`config.mk`:
```
export PLATFORM = sky130hd
export DESIGN_NAME = sat_adc_ctrl
export DESIGN_NICKNAME = d
export VERILOG_FILES = /design/src/logic/sat_pkg.sv /design/src/logic/sat_adc_ctrl.sv
export SDC_FILE = /design/constraint.sdc
export NUM_CORES = 1
export LEC_CHECK = 0
export BUFFER_PORTS_ARGS = -buffer_cell sky130_fd_sc_hd__clkbuf_2
export CAP_MARGIN = 20
export CORE_UTILIZATION = 55
export DETAILED_ROUTE_END_ITERATION = 8
export PLACE_DENSITY = 0.73
export SYNTH_ARGS = -nofsm -noshare
export SYNTH_HDL_FRONTEND = slang
export SYNTH_SLANG_ARGS = --single-unit
```
`constraint.sdc`:
```
create_clock -name clk_i -period 4.85 [get_ports clk_i]
set_clock_uncertainty 0.15 [all_clocks]
set_input_delay 1.2125 -clock clk_i [delete_from_list [all_inputs] [get_ports clk_i]]
set_output_delay 1.2125 -clock clk_i [all_outputs]
set_load 0.05 [all_outputs]
```
`src/logic/sat_pkg.sv`:
```
// Constants, state encodings and the conversion clock generator of the
// converter timing block.
// Assumes one 200 MHz clock, equal to the instruction cycle, and a sync reset.
// Notes on behaviour
// - Control 3 bit 15 set picks the internal RC clock, else system clock.
// - System clock mode: period is one cycle times divider plus one, divider held to 63 at most.
// - Divider field is ignored while the internal RC clock is selected.
// - Bits 12 to 8 of control 3 give sample time of 0 to 31 periods.
// - Auto sample time applies only when trigger source is 111.
// - 10-bit mode allows 1.1 Msps and up to four inputs sampled together.
// - 12-bit mode: one sample-and-hold, no simultaneous sampling, 500 ksps.
// - Results are written into a sixteen-word result buffer.
// - Ten analog inputs, zero to nine, plus two reference inputs.
// - Vref at ctrl 2 15:13, hold count 9:8; sequence at ctrl 1 7:5.
// - The converter keeps running in processor Sleep and Idle states.
// - Control 1 bit 10 picks 10-bit four-hold or 12-bit one-hold mode.

package sat_pkg;
    // Register byte offsets.
    localparam logic [7:0] OFF_CTRL1 = 8'h00;
    localparam logic [7:0] OFF_CTRL2 = 8'h04;
    localparam logic [7:0] OFF_CTRL3 = 8'h08;
    localparam logic [7:0] OFF_PCFGL = 8'h0C;
    localparam logic [7:0] OFF_PCFGH = 8'h10;
    localparam logic [7:0] OFF_STAT = 8'h14;
    localparam logic [7:0] OFF_MASK = 8'h18;
    localparam logic [7:0] OFF_CHSEL = 8'h1C;
    localparam logic [1:0] BUF_PAGE = 2'h1;
    localparam logic [15:0] REG_RST = 16'h0000;
    // Implemented bits of control 3; bits 14 and 13 read as zero.
    localparam logic [15:0] C3_IMPL = 16'h9fff;
    // Field positions.
    localparam int C1_ON = 15;
    localparam int C1_RES = 10;
    localparam int C1_FMT = 8;
    localparam int C1_TRIG = 5;
    localparam int C1_GO = 1;
    localparam int C2_VREF = 13;
    localparam int C2_SHC = 8;
    localparam int C2_SMPI = 2;
    localparam int C3_RC = 15;
    localparam int C3_AUTO_SAMPLE_TIME = 8;
    localparam int C3_DIV = 0;
    localparam int ST_DONE = 0;
    localparam int ST_EARLY = 1;
    // Trigger sources and limits.
    localparam logic [2:0] TRIG_MANUAL = 3'h0;
    localparam logic [2:0] TRIG_EXT = 3'h1;
    localparam logic [2:0] TRIG_AUTO = 3'h7;
    localparam logic [7:0] DIV_MAX = 8'h3F;
    localparam logic [3:0] CHAN_MAX = 4'h9;
    localparam logic [4:0] CONV_TAD10 = 5'h0C;
    localparam logic [4:0] CONV_TAD12 = 5'h0E;
    // Rate limits turned into least clock cycles between sample starts.
    localparam int CLK_HZ = 200_000_000;
    localparam int RATE10_SPS = 1_100_000;
    localparam int RATE12_SPS = 500_000;
    localparam int MIN_CYC10 = (CLK_HZ + RATE10_SPS - 1) / RATE10_SPS;
    localparam int MIN_CYC12 = (CLK_HZ + RATE12_SPS - 1) / RATE12_SPS;

    typedef enum logic [3:0] {
        ST_IDLE = 4'b0001,
        ST_SAMPLE = 4'b0010,
        ST_CONV = 4'b0100,
        ST_STORE = 4'b1000
    } sat_fsm_e;
endpackage

`timescale 1ns/1ps

////////////////////////////////////////////////////////////////////////////////

module sat_tad_gen (
    // Clock and reset.
    input wire logic clk_i,
    input wire logic rst_i,
    // Configuration.
    input wire logic run_i,
    input wire logic rc_sel_i,
    input wire logic [7:0] div_i,
    input wire logic rc_tick_i,
    // One pulse per conversion clock period.
    output logic tad_o
);
    typedef struct packed {
        logic [7:0] cnt;
        logic conversion_clock_period;
    } sat_tad_s;

    sat_tad_s s_r;
    sat_tad_s s_nxt;
    logic [7:0] lim;

    always_comb begin
        s_nxt = s_r;
        lim = (div_i > sat_pkg::DIV_MAX) ? sat_pkg::DIV_MAX : div_i;
        s_nxt.conversion_clock_period = 1'b0;
        if (!run_i) begin
            s_nxt.cnt = 8'h00;
        end else if (rc_sel_i) begin
            s_nxt.cnt = 8'h00;
            s_nxt.conversion_clock_period = rc_tick_i;
        end else if (s_r.cnt >= lim) begin
            s_nxt.cnt = 8'h00;
            s_nxt.conversion_clock_period = 1'b1;
        end else begin
            s_nxt.cnt = s_r.cnt + 8'h01;
        end
        if (rst_i) begin
            s_nxt = '0;
        end
    end

    always_ff @(posedge clk_i) begin
        s_r <= s_nxt;
    end

    assign tad_o = s_r.conversion_clock_period;
endmodule

```
`src/logic/sat_adc_ctrl.sv`:
```
// Converter timing and sequencing block with its Wishbone register file.
// Assumes a classic Wishbone master, one clock and an analog front end
// that presents a settled result when the conversion time has passed.
//
// Our own choices: the placing of the registers and the Wishbone register port.

`timescale 1ns/1ps

module sat_adc_ctrl (
    // Clock and reset.
    input wire logic clk_i,
    input wire logic rst_i,
    // Wishbone slave.
    input wire logic wb_cyc_i,
    input wire logic wb_stb_i,
    input wire logic wb_we_i,
    input wire logic [7:0] wb_adr_i,
    input wire logic [3:0] wb_sel_i,
    input wire logic [31:0] wb_dat_i,
    output logic [31:0] wb_dat_o,
    output logic wb_ack_o,
    // Interrupt.
    output logic irq_o,
    // Triggers and clock source.
    input wire logic trig_i,
    input wire logic rc_tick_i,
    // Analog front end.
    input wire logic [11:0] conv_result_i,
    output logic sample_o,
    output logic convert_o,
    output logic [1:0] conv_sh_o,
    output logic [1:0] sh_count_o,
    output logic [3:0] chan_sel_o,
    output logic [2:0] vref_sel_o,
    output logic res12_o,
    output logic [9:0] pin_digital_o
);
    typedef struct packed {
        logic [15:0] c1;
        logic [15:0] c2;
        logic [15:0] c3;
        logic [15:0] pl;
        logic [15:0] ph;
        logic [15:0] chs;
        logic [1:0] st;
        logic [1:0] mask;
        logic [15:0][15:0] rbuf;
        logic [3:0] widx;
        logic [3:0] nsmp;
        logic [4:0] tadc;
        logic [1:0] shi;
        logic [1:0] shc;
        logic [8:0] gap;
        sat_pkg::sat_fsm_e fsm;
        logic ack;
        logic irq;
        logic sample;
        logic convert;
        logic [31:0] rdat;
    } sat_state_s;

    sat_state_s s_r;
    sat_state_s s_nxt;
    logic conversion_clock_period;

    ////////////////////////////////////////////////////////////////////////////

    // Conversion clock keeps running whatever the processor power state.
    sat_tad_gen u_tad (
        .clk_i(clk_i),
        .rst_i(rst_i),
        .run_i(s_r.c1[sat_pkg::C1_ON]),
        .rc_sel_i(s_r.c3[sat_pkg::C3_RC]),
        .div_i(s_r.c3[sat_pkg::C3_DIV +: 8]),
        .rc_tick_i(rc_tick_i),
        .tad_o(conversion_clock_period)
    );

    ////////////////////////////////////////////////////////////////////////////

    // Merges the written byte lanes into a 16-bit register.
    function automatic logic [15:0] merge(input logic [15:0] old,
                                          input logic [31:0] d,
                                          input logic [3:0] sel);
        logic [15:0] v;
        v = old;
        if (sel[0]) begin
            v[7:0] = d[7:0];
        end
        if (sel[1]) begin
            v[15:8] = d[15:8];
        end
        return v;
    endfunction

    // Places a raw result in the buffer word in the chosen format.
    function automatic logic [15:0] fmt(input logic [11:0] d,
                                        input logic r12,
                                        input logic [1:0] f);
        logic [15:0] v;
        v = 16'h0000;
        unique case (f)
            2'h0: v = r12 ? {4'h0, d} : {6'h00, d[9:0]};
            2'h1: v = r12 ? {{5{~d[11]}}, d[10:0]}
                          : {{7{~d[9]}}, d[8:0]};
            2'h2: v = r12 ? {d, 4'h0} : {d[9:0], 6'h00};
            2'h3: v = r12 ? {~d[11], d[10:0], 4'h0}
                          : {~d[9], d[8:0], 6'h00};
        endcase
        return v;
    endfunction

    ////////////////////////////////////////////////////////////////////////////

    logic req;
    logic on;
    logic r12;
    logic [2:0] trig_src;
    logic start;
    logic [2:0] nsh;
    logic [4:0] conv_len;
    logic [8:0] min_gap;
    logic [15:0] wv;

    always_comb begin
        s_nxt = s_r;
        req = wb_cyc_i && wb_stb_i && !s_r.ack;
        on = s_r.c1[sat_pkg::C1_ON];
        r12 = s_r.c1[sat_pkg::C1_RES];
        trig_src = s_r.c1[sat_pkg::C1_TRIG +: 3];
        wv = 16'h0000;
        if (r12) begin
            nsh = 3'h1;
            conv_len = sat_pkg::CONV_TAD12;
            min_gap = 9'(sat_pkg::MIN_CYC12);
        end else begin
            unique case (s_r.c2[sat_pkg::C2_SHC +: 2])
                2'h0: nsh = 3'h1;
                2'h1: nsh = 3'h2;
                default: nsh = 3'h4;
            endcase
            conv_len = sat_pkg::CONV_TAD10;
            min_gap = 9'(sat_pkg::MIN_CYC10);
        end

        // Bus slave: one wait state, ack for one cycle, unmapped reads zero.
        s_nxt.ack = req;
        s_nxt.rdat = 32'h0000_0000;
        if (req && wb_we_i) begin
            unique case (wb_adr_i)
                sat_pkg::OFF_CTRL1: begin
                    wv = merge(s_r.c1, wb_dat_i, wb_sel_i);
                    if (on) begin
                        wv[sat_pkg::C1_RES] = r12;
                    end
                    s_nxt.c1 = wv;
                end
                sat_pkg::OFF_CTRL2: begin
                    s_nxt.c2 = merge(s_r.c2, wb_dat_i, wb_sel_i);
                end
                sat_pkg::OFF_CTRL3: begin
                    s_nxt.c3 = merge(s_r.c3, wb_dat_i, wb_sel_i)
                        & sat_pkg::C3_IMPL;
                end
                sat_pkg::OFF_PCFGL: begin
                    s_nxt.pl = merge(s_r.pl, wb_dat_i, wb_sel_i);
                end
                sat_pkg::OFF_PCFGH: begin
                    s_nxt.ph = merge(s_r.ph, wb_dat_i, wb_sel_i);
                end
                sat_pkg::OFF_MASK: begin
                    if (wb_sel_i[0]) begin
                        s_nxt.mask = wb_dat_i[1:0];
                    end
                end
                sat_pkg::OFF_CHSEL: begin
                    wv = merge(s_r.chs, wb_dat_i, wb_sel_i);
                    if (wv[3:0] > sat_pkg::CHAN_MAX) begin
                        wv[3:0] = sat_pkg::CHAN_MAX;
                    end
                    s_nxt.chs = {12'h000, wv[3:0]};
                end
                default: ;
            endcase
        end else if (req) begin
            unique case (wb_adr_i)
                sat_pkg::OFF_CTRL1: s_nxt.rdat = {16'h0000, s_r.c1};
                sat_pkg::OFF_CTRL2: s_nxt.rdat = {16'h0000, s_r.c2};
                sat_pkg::OFF_CTRL3: s_nxt.rdat = {16'h0000, s_r.c3};
                sat_pkg::OFF_PCFGL: s_nxt.rdat = {16'h0000, s_r.pl};
                sat_pkg::OFF_PCFGH: s_nxt.rdat = {16'h0000, s_r.ph};
                sat_pkg::OFF_STAT: begin
                    s_nxt.rdat = {30'h0000_0000, s_r.st};
                    s_nxt.st = 2'h0;
                end
                sat_pkg::OFF_MASK: s_nxt.rdat = {30'h0000_0000, s_r.mask};
                sat_pkg::OFF_CHSEL: s_nxt.rdat = {16'h0000, s_r.chs};
                default: begin
                    if (wb_adr_i[7:6] == sat_pkg::BUF_PAGE) begin
                        s_nxt.rdat = {16'h0000, s_r.rbuf[wb_adr_i[5:2]]};
                    end
                end
            endcase
        end

        // Sequencer.
        if (s_r.gap != 9'h000) begin
            s_nxt.gap = s_r.gap - 9'h001;
        end
        unique case (trig_src)
            sat_pkg::TRIG_MANUAL: start = s_r.c1[sat_pkg::C1_GO];
            sat_pkg::TRIG_EXT: start = trig_i;
            sat_pkg::TRIG_AUTO: start = 1'b1;
            default: start = 1'b0;
        endcase
        unique case (s_r.fsm)
            sat_pkg::ST_IDLE: begin
                if (on && start) begin
                    s_nxt.c1[sat_pkg::C1_GO] = 1'b0;
                    if (s_r.gap == 9'h000) begin
                        s_nxt.gap = min_gap;
                        s_nxt.tadc = 5'h00;
                        s_nxt.sample = 1'b1;
                        s_nxt.fsm = sat_pkg::ST_SAMPLE;
                    end else if (trig_src != sat_pkg::TRIG_AUTO) begin
                        s_nxt.st[sat_pkg::ST_EARLY] = 1'b1;
                    end
                end
            end
            sat_pkg::ST_SAMPLE: begin
                if (conversion_clock_period) begin
                    if (trig_src != sat_pkg::TRIG_AUTO ||
                        s_r.tadc >= s_r.c3[sat_pkg::C3_AUTO_SAMPLE_TIME +: 5]) begin
                        s_nxt.sample = 1'b0;
                        s_nxt.convert = 1'b1;
                        s_nxt.tadc = 5'h00;
                        s_nxt.fsm = sat_pkg::ST_CONV;
                    end else begin
                        s_nxt.tadc = s_r.tadc + 5'h01;
                    end
                end
            end
            sat_pkg::ST_CONV: begin
                if (conversion_clock_period) begin
                    s_nxt.tadc = s_r.tadc + 5'h01;
                    if (s_r.tadc == conv_len - 5'h01) begin
                        s_nxt.convert = 1'b0;
                        s_nxt.fsm = sat_pkg::ST_STORE;
                    end
                end
            end
            sat_pkg::ST_STORE: begin
                s_nxt.rbuf[s_r.widx] = fmt(conv_result_i, r12,
                    s_r.c1[sat_pkg::C1_FMT +: 2]);
                s_nxt.widx = s_r.widx + 4'h1;
                if ({1'b0, s_r.shi} + 3'h1 < nsh) begin
                    s_nxt.shi = s_r.shi + 2'h1;
                    s_nxt.tadc = 5'h00;
                    s_nxt.convert = 1'b1;
                    s_nxt.fsm = sat_pkg::ST_CONV;
                end else begin
                    s_nxt.shi = 2'h0;
                    s_nxt.fsm = sat_pkg::ST_IDLE;
                    if (s_r.nsmp == s_r.c2[sat_pkg::C2_SMPI +: 4]) begin
                        s_nxt.nsmp = 4'h0;
                        s_nxt.widx = 4'h0;
                        s_nxt.st[sat_pkg::ST_DONE] = 1'b1;
                    end else begin
                        s_nxt.nsmp = s_r.nsmp + 4'h1;
                    end
                end
            end
        endcase
        if (!on) begin
            s_nxt.fsm = sat_pkg::ST_IDLE;
            s_nxt.sample = 1'b0;
            s_nxt.convert = 1'b0;
            s_nxt.shi = 2'h0;
            s_nxt.tadc = 5'h00;
        end
        s_nxt.shc = s_nxt.c1[sat_pkg::C1_RES] ? 2'h0
            : s_nxt.c2[sat_pkg::C2_SHC +: 2];
        s_nxt.irq = |(s_nxt.st & s_nxt.mask);

        if (rst_i) begin
            s_nxt = '0;
            s_nxt.fsm = sat_pkg::ST_IDLE;
        end
    end

    always_ff @(posedge clk_i) begin
        s_r <= s_nxt;
    end

    ////////////////////////////////////////////////////////////////////////////

    assign wb_dat_o = s_r.rdat;
    assign wb_ack_o = s_r.ack;
    assign irq_o = s_r.irq;
    assign sample_o = s_r.sample;
    assign convert_o = s_r.convert;
    assign conv_sh_o = s_r.shi;
    assign sh_count_o = s_r.shc;
    assign chan_sel_o = s_r.chs[3:0];
    assign vref_sel_o = s_r.c2[sat_pkg::C2_VREF +: 3];
    assign res12_o = s_r.c1[sat_pkg::C1_RES];
    assign pin_digital_o = s_r.pl[9:0];
endmodule

```
==> flow_metrics.py, run 1 <==
metrics = {
    "finish": {
        "areaGrowthSynthToFinish_pct": 11.1,
        "diodes": 0,
        "layout-drive-gt1-share_pct": 17.7,
        "post-route-util_pct": 62.2,
        "final_area_um2": 20300,
        "nFillCells": 2672,
        "fin_cells": 2400,
        "nNetsFinal": 2014,
    },
    "clocking": {
        "clock_latency_ns": 0.54,
        "clkSinkCount": 401,
        "cts_tree": "done",
        "cts_root_buffer": "clkbuf_16",
        "hold_buffers": 0,
        "cts_resized": 0,
        "h-tree-depth": 2,
        "clk_pin_slew_ns": 0.06,
        "cts-buffers-inserted": 41,
        "clockBufferDepth": 3,
        "cts_setup_buffers": 0,
    },
    "detailed_routing": {
        "dr.pass1.iters": 7,
        "viasPerCell": 5.97,
        "drc_errors": 0,
        "vias": 14300,
        "antenna_left": 0,
        "drt-total-wl_um": 46800,
        "drtIter0Drc": 1430,
        "post_drt_wl_per_cell_um": 19.5,
    },
    "timing": {
        "fin_crit_sh_pct": 71.7,
        "rsz0062_at_grt": "no",
        "slew_viol_final": 0,
        "slew_headroom_pct": 34.9,
        "setup_violations": 0,
        "fmax_mhz": 288,
        "worst_pin_slew_ns": 0.975,
        "layout_setup_ws_ns": 1.37,
        "finalHoldViolCount": 0,
        "finalCriticalPeriod_ns": 3.48,
        "timing.hold.ws_ns": 0.303,
        "tns_ns": 0,
    },
    "global_routing": {
        "grt_max_degree": 96,
        "gr-total-overflow": 0,
        "grt_usage_pct": 27.6,
        "antenna_found_initial": 0,
        "grt_first_pass_wirelength_um": 73600,
        "first_global_vias": 13700,
    },
    "synth": {
        "ys_async_sr_fraction_pct": 0,
        "avgSynthCellArea_um2": 9.39,
        "ys_seq_elements": 401,
        "synthTopCellsByArea": "dfxtp_1 (44%), mux4_2 (12%), nor2_1 (7.3%), a211oi_1 (5.8%), mux2i_1 (4.9%)",
        "synthFlopType": "dfxtp_1",
        "synth_top_area_cell": "dfxtp_1",
        "ys.warnings.count": 0,
        "synthCells": 1942,
        "netlist_top_cells_count": "dfxtp_1 (401), nor2_1 (355), nand2_1 (184)",
        "yosysMostFrequentCell": "dfxtp_1",
        "netlist_area_um2": 18200,
        "synth_cell_types": 63,
        "synth_top_area_share_pct": 44.0,
        "ys_seq_area_share_pct": 44.0,
        "synth_edf_count": 0,
    },
    "die": {
        "dieHeight_um": 184,
        "die_w_um": 184,
        "initial_utilization_pct": 56.0,
        "core-area_um2": 32500,
        "io_pins": 121,
        "dieArea_um2": 33900,
        "num_rows": 66,
    },
    "min_path": {
        "hp-class": "flip-flop to flip-flop",
        "hp-start": "s_r[196]",
    },
    "setup_path": {
        "cp_max_fo": 24,
        "crit_type": "flip-flop to flip-flop",
        "cpMaxStageDelayCell": "dfxtp_1",
        "cp_data_arrival_time_ns": 3.75,
        "start_kind": "flip-flop",
        "path_delay_family": "simple AND/OR/NAND/NOR gates",
        "cp.buffers_inverters": 0,
        "cpPeakStageDelay_ns": 0.95,
        "r2r_start": "res12_o",
        "crit_required_ns": 5.12,
        "worstPathCellList": "nor2_1 -> nand2_1 -> ha_1 -> o21ai_0 -> a221oi_4 -> nand2b_1 -> or4_1 -> a221oi_2",
        "endpoint_kind": "flip-flop",
        "crit_start": "res12_o",
    },
    "place": {
        "hpwl_um": 31500,
        "gp_congestion": 0.865,
        "placed_cells": 2325,
        "numPortBuffers": 86,
        "placed_area_um2": 18700,
        "place_ws_ns": 0.986,
    },
    "job": {
        "maxCapViolCount": 0,
    },
    "status": {
        "outcome": "complete, no violations",
    },
    "pwr": {
        "total_power_mw": 7.40,
        "ir_drop_uv": 306,
        "leakage_nw": 6.96,
        "p_per_area_nw_per_um2": 366,
    },
}
==> area by class of cell <==
cell class / count / area, um^2 / area share (%)
multi-input cells: 1308 / 9140 / 45.1
flip-flops and latches: 401 / 8030 / 39.6
clock buffers: 52 / 1160 / 5.72
repair buffers: 137 / 845 / 4.17
well taps: 442 / 553 / 2.73
clock inverters: 23 / 388 / 1.92
inverters: 37 / 139 / 0.686
==> final timing paths <==
check | end | slack, ns | cells past startpoint
setup reg to reg | s_r[57] | 1.37 | 8
setup / recovery | s_r[57] | 1.37 | 8
hold reg to reg | s_r[196] | 0.30 | 2
hold / removal | s_r[196] | 0.30 | 2
==> registers in the layout (all words and copies together) (netlist names) <==
register,cells
chan_sel_o,4
convert_o,1
on,1
res12_o,1
u_tad.tad_o,1
sh_count_o,2
wb_ack_o,1
irq_o,1
vref_sel_o,3
conv_sh_o,2
sample_o,1
wb_dat_o,16
u_tad.s_r,8
pin_digital_o,10
s_r,349
==> worst min-delay path, delay by kind of cell, from the launching register on <==
| family | cells | cell delay, ns |
|---|---|---|
| AO/OA/AOI/OAI | 1 | 0.05 |
| AND/OR/NAND/NOR | 1 | 0.05 |
| flip-flops | 1 | 0.31 |
==> routing by layer <==
metal | track usage (%) | routed length (um) | vias up | part of all wire (%)
met5 | 0 | 0 | - | 0
met4 | 9.87 | 1490 | 0 | 3.2
met3 | 4.54 | 3370 | 92 | 7.2
met2 | 45.9 | 22100 | 555 | 47
met1 | 36.3 | 19800 | 6905 | 42
li1 | - | - | 6785 | -
==> where the power goes <==
part           internal (mW)  leakage, nW  switching (mW)
logic                  0.165         2.96           0.320
registers               3.32         3.23          0.0326
clock network           2.23        0.761            1.33
==> cells by family (layout without fill, tap and decap cells) <==
logic type	after synthesis	count (layout)	share of synthesized area, %
AND/OR/NAND/NOR	675	675	16.1
buffers and inverters	249	249	6.31
flip-flops	401	401	44.0
adder cells (fa/ha/maj)	25	25	1.72
other	2	18	0.0412
multiplexers	197	197	17.5
AO/OA/AOI/OAI	376	376	13.5
XOR/XNOR	17	17	0.817
==> layout by cell type (no fill, tap or decap), types with 6 or more instances in the layout <==
cell       instances
or3_1              6
xor2_1            13
clkbuf_8           7
dfxtp_1          401
conb_1            18
nor3_1             8
mux4_2            96
a211oi_1         141
nor2_1           355
nand4_1            9
o22ai_1           16
o21ai_0           11
mux2i_1           90
inv_1             36
ha_1              25
a22oi_1           18
clkinv_2           9
nand3_1           31
buf_4             51
bufinv_16         10
nor4_1             7
a21oi_1          152
nand2_1          184
nor2b_1           14
nand2b_1          14
mux2_2            11
or4_1              7
nor3_2            13
clkbuf_2          83
clkbuf_16         42
Note: power is estimated with default switching activity, not from simulation.
==> run 2: changes to the inputs <==
--- a/config.mk
+++ b/config.mk
@@ -5,11 +5,12 @@
 export SDC_FILE = /design/constraint.sdc
 export NUM_CORES = 1
 export LEC_CHECK = 0
+export ABC_AREA = 1
 export BUFFER_PORTS_ARGS = -buffer_cell sky130_fd_sc_hd__clkbuf_2
 export CAP_MARGIN = 20
 export CORE_UTILIZATION = 55
 export DETAILED_ROUTE_END_ITERATION = 8
-export PLACE_DENSITY = 0.73
+export PLACE_DENSITY = 0.76
 export SYNTH_ARGS = -nofsm -noshare
 export SYNTH_HDL_FRONTEND = slang
 export SYNTH_SLANG_ARGS = --single-unit
==> constraint.sdc (replaced) <==
create_clock -name clk_i -period 3 [get_ports clk_i]
set_clock_uncertainty 0.15 [all_clocks]
set_input_delay 0.75 -clock clk_i [delete_from_list [all_inputs] [get_ports clk_i]]
set_output_delay 0.75 -clock clk_i [all_outputs]
set_load 0.05 [all_outputs]
==> flow_metrics.py, run 2 <==
metrics = {
    "min_path": {
        "hold_path_depth": 3,
        "hp-start": "rc_tick_i",
        "hp-class": "input pin to flip-flop",
        "whs_endpoint": "u_tad.tad_o",
    },
    "pwr": {
        "switching_share_pct": 24.0,
        "pwr-share-comb_pct": 7.4,
        "p_int_mw": 8.82,
        "ir_drop_uv": 397,
        "leakage_nw": 8.46,
        "p_clk_share_pct": 46.1,
        "p_per_area_nw_per_um2": 569,
        "p_seq_share_pct": 46.5,
        "p_switching_mw": 2.78,
        "total_power_mw": 11.6,
    },
    "timing": {
        "worst_pin_slew_ns": 0.750,
        "timing.hold.ws_ns": 0.295,
        "setup_violations": 0,
        "slew_viol_final": 0,
        "finalCriticalPeriod_ns": 2.52,
        "fin_crit_sh_pct": 83.9,
        "finalHoldViolCount": 0,
        "rsz0062_at_grt": "no",
        "tns_ns": 0,
        "fmax_mhz": 397,
        "slew_headroom_pct": 49.9,
    },
    "status": {
        "outcome": "complete, no violations",
    },
    "synth": {
        "ys_seq_elements": 401,
        "ys_async_sr_fraction_pct": 0,
        "synth_top_area_cell": "dfxtp_1",
        "synthFlopType": "dfxtp_1",
        "synthTopCellsByArea": "dfxtp_1 (44%), o21ai_0 (9.4%), nand2_1 (8.4%), nor2_1 (7.4%), a21oi_1 (7.3%)",
        "ys.warnings.count": 0,
        "avgSynthCellArea_um2": 7.18,
        "synth_cell_types": 44,
        "synth_top_area_share_pct": 43.5,
        "yosysMostFrequentCell": "nand2_1",
        "synthCells": 2570,
        "netlist_area_um2": 18500,
        "ys_seq_area_share_pct": 43.5,
        "synth_edf_count": 0,
        "netlist_top_cells_count": "nand2_1 (414), dfxtp_1 (401), nor2_1 (366)",
    },
    "clocking": {
        "h-tree-depth": 2,
        "clkSinkCount": 401,
        "clk_pin_slew_ns": 0.06,
        "cts_tree": "done",
        "cts_root_buffer": "clkbuf_16",
        "cts-buffers-inserted": 43,
        "cts_resized": 0,
        "clock_latency_ns": 0.54,
        "hold_buffers": 0,
        "clockBufferDepth": 3,
        "cts_setup_buffers": 0,
    },
    "die": {
        "io_pins": 121,
        "dieHeight_um": 185,
        "initial_utilization_pct": 56.3,
        "dieArea_um2": 34300,
        "core-area_um2": 32800,
        "die_w_um": 185,
        "num_rows": 66,
    },
    "finish": {
        "final_cell_mix": "nand2_1 (414), dfxtp_1 (401), nor2_1 (365)",
        "nNetsFinal": 2663,
        "multi_input_comb_area_um2": 8630,
        "nFillCells": 2969,
        "largest_register": "s_r",
        "post-route-util_pct": 62.2,
        "diodes": 0,
        "regArea_um2": 8030,
        "final_common_cell": "nand2_1",
        "areaGrowthSynthToFinish_pct": 10.5,
        "fin_cells": 3051,
        "largest_reg_flops": 349,
        "layout-drive-gt1-share_pct": 11.2,
    },
    "setup_path": {
        "worstPathCellList": "inv_1 -> nand2_1 -> nor2_1 -> inv_1 -> o211ai_1 -> inv_1 -> a21oi_1",
        "cpMostUsedCell": "inv_1",
        "cpMaxStageDelayCell": "dfxtp_1",
        "reg2reg_depth": 7,
        "r2r_start": "s_r[415]",
        "path_delay_family": "buffers and inverters",
        "start_kind": "flip-flop",
        "cp.buffers_inverters": 3,
        "crit_type": "flip-flop to flip-flop",
        "r2r_setup_slack_ns": 0.48,
        "reg2reg_to": "s_r[221]",
        "crit_required_ns": 3.24,
        "cp_data_arrival_time_ns": 2.75,
        "endpoint_kind": "flip-flop",
        "cp_max_fo": 16,
        "cpPeakStageDelay_ns": 0.61,
    },
    "place": {
        "gp_congestion": 0.912,
        "placed_cells": 2972,
        "numPortBuffers": 86,
        "hpwl_um": 36600,
    },
    "global_routing": {
        "grt_usage_pct": 32.1,
        "gr-total-overflow": 0,
        "antenna_found_initial": 1,
        "first_global_vias": 16200,
        "grt_first_pass_wirelength_um": 86200,
        "grt_max_degree": 146,
    },
    "job": {
        "maxCapViolCount": 0,
    },
    "detailed_routing": {
        "post_drt_wl_per_cell_um": 18.1,
        "drt-total-wl_um": 55200,
        "dr.pass1.iters": 8,
        "antenna_left": 0,
        "drtIter0Drc": 2050,
        "vias": 17500,
        "drc_errors": 0,
        "viasPerCell": 5.75,
    },
}
run 2: per-layer routing:
metal	part of all wire, %	up-vias	routed length [um]	track usage [%]
met4	2.7	0	1490	11.3
met5	0	-	0	0
li1	-	8434	-	-
met3	10	104	5610	5.84
met2	44	906	24300	49.8
met1	43	8102	23800	44.7
run 2: how the worst max path moves through the flow:
| stage | from | end | slack (ns) | cells after the start |
|---|---|---|---|---|
| after global placement | wb_adr_i[2] | sh_count_o[0] | 0.28 | 9 |
| final | s_r[415] | s_r[221] | 0.48 | 7 |
| after CTS | conv_sh_o[1] | s_r[59] | 0.58 | 10 |
| after global routing | s_r[415] | s_r[221] | 0.35 | 7 |
| after detailed placement | rst_i | u_tad.s_r[6] | 0.24 | 4 |
| after floorplan | res12_o | s_r[54] | 0.74 | 12 |
run 2: power groups by stage:
stage,Combinational [mW],Clock (mW),Sequential (mW)
after floorplan,0.583,0,5.51
after global placement,0.804,0,5.51
after detailed placement,0.832,0,5.51
after CTS,0.835,5.38,5.39
after global routing,0.930,5.61,5.39
final,0.855,5.35,5.39
run 2: final cells by class:
| class | count | area share, % |
|---|---|---|
| clock buffers | 70 | 6.57 |
| clock inverters | 9 | 0.466 |
| inverters | 208 | 3.93 |
| multi-input cells | 1779 | 42.3 |
| flip-flops and latches | 401 | 39.4 |
| well taps | 442 | 2.71 |
| repair buffers | 142 | 4.60 |
run 2: per-stage QoR:
step | worst slack [ns] | area (um^2)
4_1_cts | 0.583 | 20400
3_3_place_gp | 0.282 | 18900
2_1_floorplan | 0.741 | 18500
5_1_grt | 0.350 | 20400
6_report | 0.484 | 20400
3_5_place_dp | 0.237 | 19000
run 2: worst register-to-register path: stages (launching register included):
cell and delay, ns:
dfxtp_1 0.61, inv_1 0.35, nand2_1 0.17, nor2_1 0.06, inv_1 0.10, o211ai_1 0.21, inv_1 0.54, a21oi_1 0.16
run 2: kinds of logic after synthesis:
logic type | after synthesis | synth area share [%]
AND/OR/NAND/NOR | 1019 | 24.2
buffers and inverters | 406 | 10.1
adder cells (fa/ha/maj) | 25 | 1.70
other | 2 | 0.0407
flip-flops | 401 | 43.5
XOR/XNOR | 18 | 0.854
AO/OA/AOI/OAI | 698 | 19.6
multiplexers | 1 | 0.0543
==> run 3: changes to the inputs <==
--- a/config.mk
+++ b/config.mk
@@ -5,7 +5,7 @@
 export SDC_FILE = /design/constraint.sdc
 export NUM_CORES = 1
 export LEC_CHECK = 0
-export ABC_AREA = 1
+export ABC_AREA = 0
 export BUFFER_PORTS_ARGS = -buffer_cell sky130_fd_sc_hd__clkbuf_2
 export CAP_MARGIN = 20
 export CORE_UTILIZATION = 55
==> constraint.sdc (replaced) <==
create_clock -name clk_i -period 2.1 [get_ports clk_i]
set_clock_uncertainty 0.15 [all_clocks]
set_input_delay 0.525 -clock clk_i [delete_from_list [all_inputs] [get_ports clk_i]]
set_output_delay 0.525 -clock clk_i [all_outputs]
set_load 0.05 [all_outputs]
==> flow_metrics.py, run 3 (synthesis results as in run 1) <==
metrics = {
    "status": {
        "outcome": "complete, but fails checks",
        "violations": "negative setup slack",
    },
    "pwr": {
        "p_per_area_nw_per_um2": 776,
        "leakage_nw": 8.00,
        "ir_drop_uv": 692,
        "total_power_mw": 17.4,
    },
    "finish": {
        "areaGrowthSynthToFinish_pct": 23.1,
        "nFillCells": 2310,
        "largest_register": "s_r",
        "regArea_um2": 8040,
        "fin_cells": 2567,
        "multi_input_comb_area_um2": 9680,
        "final_area_um2": 22400,
        "largest_reg_flops": 349,
        "nNetsFinal": 2180,
        "layout-drive-gt1-share_pct": 28.1,
        "final_cell_mix": "dfxtp_1 (392), nor2_1 (340), nand2_1 (177)",
        "final_common_cell": "dfxtp_1",
        "diodes": 0,
    },
    "timing": {
        "setup_violations": 23,
        "fin_crit_sh_pct": 109,
        "timing.hold.ws_ns": 0.134,
        "slew_viol_final": 0,
        "finalHoldViolCount": 0,
        "worst_pin_slew_ns": 0.812,
        "finalCriticalPeriod_ns": 2.30,
        "slew_headroom_pct": 45.9,
        "layout_setup_ws_ns": -0.198,
        "fmax_mhz": 435,
        "rsz0062_at_grt": "yes",
    },
    "global_routing": {
        "first_global_vias": 15000,
        "grt_max_degree": 177,
        "grt_usage_pct": 30.6,
        "antenna_found_initial": 0,
        "gr-total-overflow": 0,
        "grt_first_pass_wirelength_um": 81000,
    },
    "die": {
        "dieArea_um2": 33900,
        "dieHeight_um": 184,
        "num_rows": 66,
        "initial_utilization_pct": 56.0,
        "die_w_um": 184,
        "core-area_um2": 32500,
        "io_pins": 121,
    },
    "place": {
        "numPortBuffers": 86,
        "place_ws_ns": -0.463,
        "placed_cells": 2468,
        "placed_area_um2": 20400,
        "hpwl_um": 35600,
        "gp_congestion": 0.911,
    },
    "clocking": {
        "cts_tree": "done",
        "clock_latency_ns": 0.55,
        "clkSinkCount": 401,
        "cts_root_buffer": "clkbuf_16",
        "clockBufferDepth": 3,
        "clk_pin_slew_ns": 0.06,
        "cts-buffers-inserted": 42,
        "h-tree-depth": 2,
    },
    "detailed_routing": {
        "dr.pass1.iters": 5,
        "drc_errors": 0,
        "drtIter0Drc": 1361,
        "drt-total-wl_um": 53000,
        "vias": 15600,
        "antenna_left": 0,
        "viasPerCell": 6.07,
        "post_drt_wl_per_cell_um": 20.7,
    },
    "setup_path": {
        "cp_data_arrival_time_ns": 2.62,
        "reg2reg_depth": 5,
        "start_kind": "flip-flop",
        "endpoint_kind": "flip-flop",
        "cp_max_fo": 5,
        "crit_required_ns": 2.42,
        "crit_type": "flip-flop to flip-flop",
    },
    "job": {
        "maxCapViolCount": 0,
    },
    "min_path": {
        "hp-class": "input pin to flip-flop",
        "hold_path_depth": 3,
    },
}
## run 3: metal layers
metal | vias up | track usage (%) | part of all wire (%)
li1 | 7116 | - | -
met1 | 7547 | 37.8 | 38
met2 | 772 | 52.5 | 49
met3 | 159 | 5.15 | 8.4
met4 | 0 | 13.3 | 4.7
met5 | - | 0 | 0
## run 3: final timing paths
| check | start | endpoint | slack (ns) |
|---|---|---|---|
| worst min-delay path | wb_dat_i[10] | s_r[384] | 0.13 |
| worst max register to register | s_r[43] | s_r[57] | -0.20 |
| worst min register to register | s_r[156] | s_r[156] | 0.30 |
| worst max-delay path | s_r[43] | s_r[57] | -0.20 |
## run 3: stage by stage
| step | utilization (%) | TNS (ns) |
|---|---|---|
| after global placement | 62.7 | -28.13 |
| after CTS | 68.2 | -0.674 |
| after floorplan | - | -4.07 |
| after global routing | 69.0 | -3.70 |
| after detailed placement | 62.7 | -33.60 |
| final | 69.0 | -1.46 |
## run 3: final cells by class
cell class	count	area share (%)
sequential	401	35.8
clock inverter	15	0.797
clock buffer	62	5.74
timing repair buffer	302	11.4
multi-input combinational	1308	43.1
tap	442	2.46
inverter	37	0.619
## run 3: critical path, stage by stage (launching register included)
cell and delay (ns):
dfxtp_2 0.32, or4_4 0.55, nor4_4 0.25, a31oi_4 0.17, or4_4 0.55, a221oi_2 0.23
## run 3: timing repair
| action | 4_1_cts | 5_1_grt |
|---|---|---|
| hold buffers | 0 | 0 |
| buffers inserted | 19 | 5 |
| endpoints found under the setup margin | 195 | 145 |
| pin swaps | 19 | 21 |
| resized for setup | 37 | 60 |
## run 3: power by group
| part | total, mW | switching [mW] | internal (mW) |
|---|---|---|---|
| sequential | 7.74 | 0.0569 | 7.68 |
| clock | 7.77 | 3.12 | 4.65 |
| combinational | 1.91 | 1.06 | 0.855 |
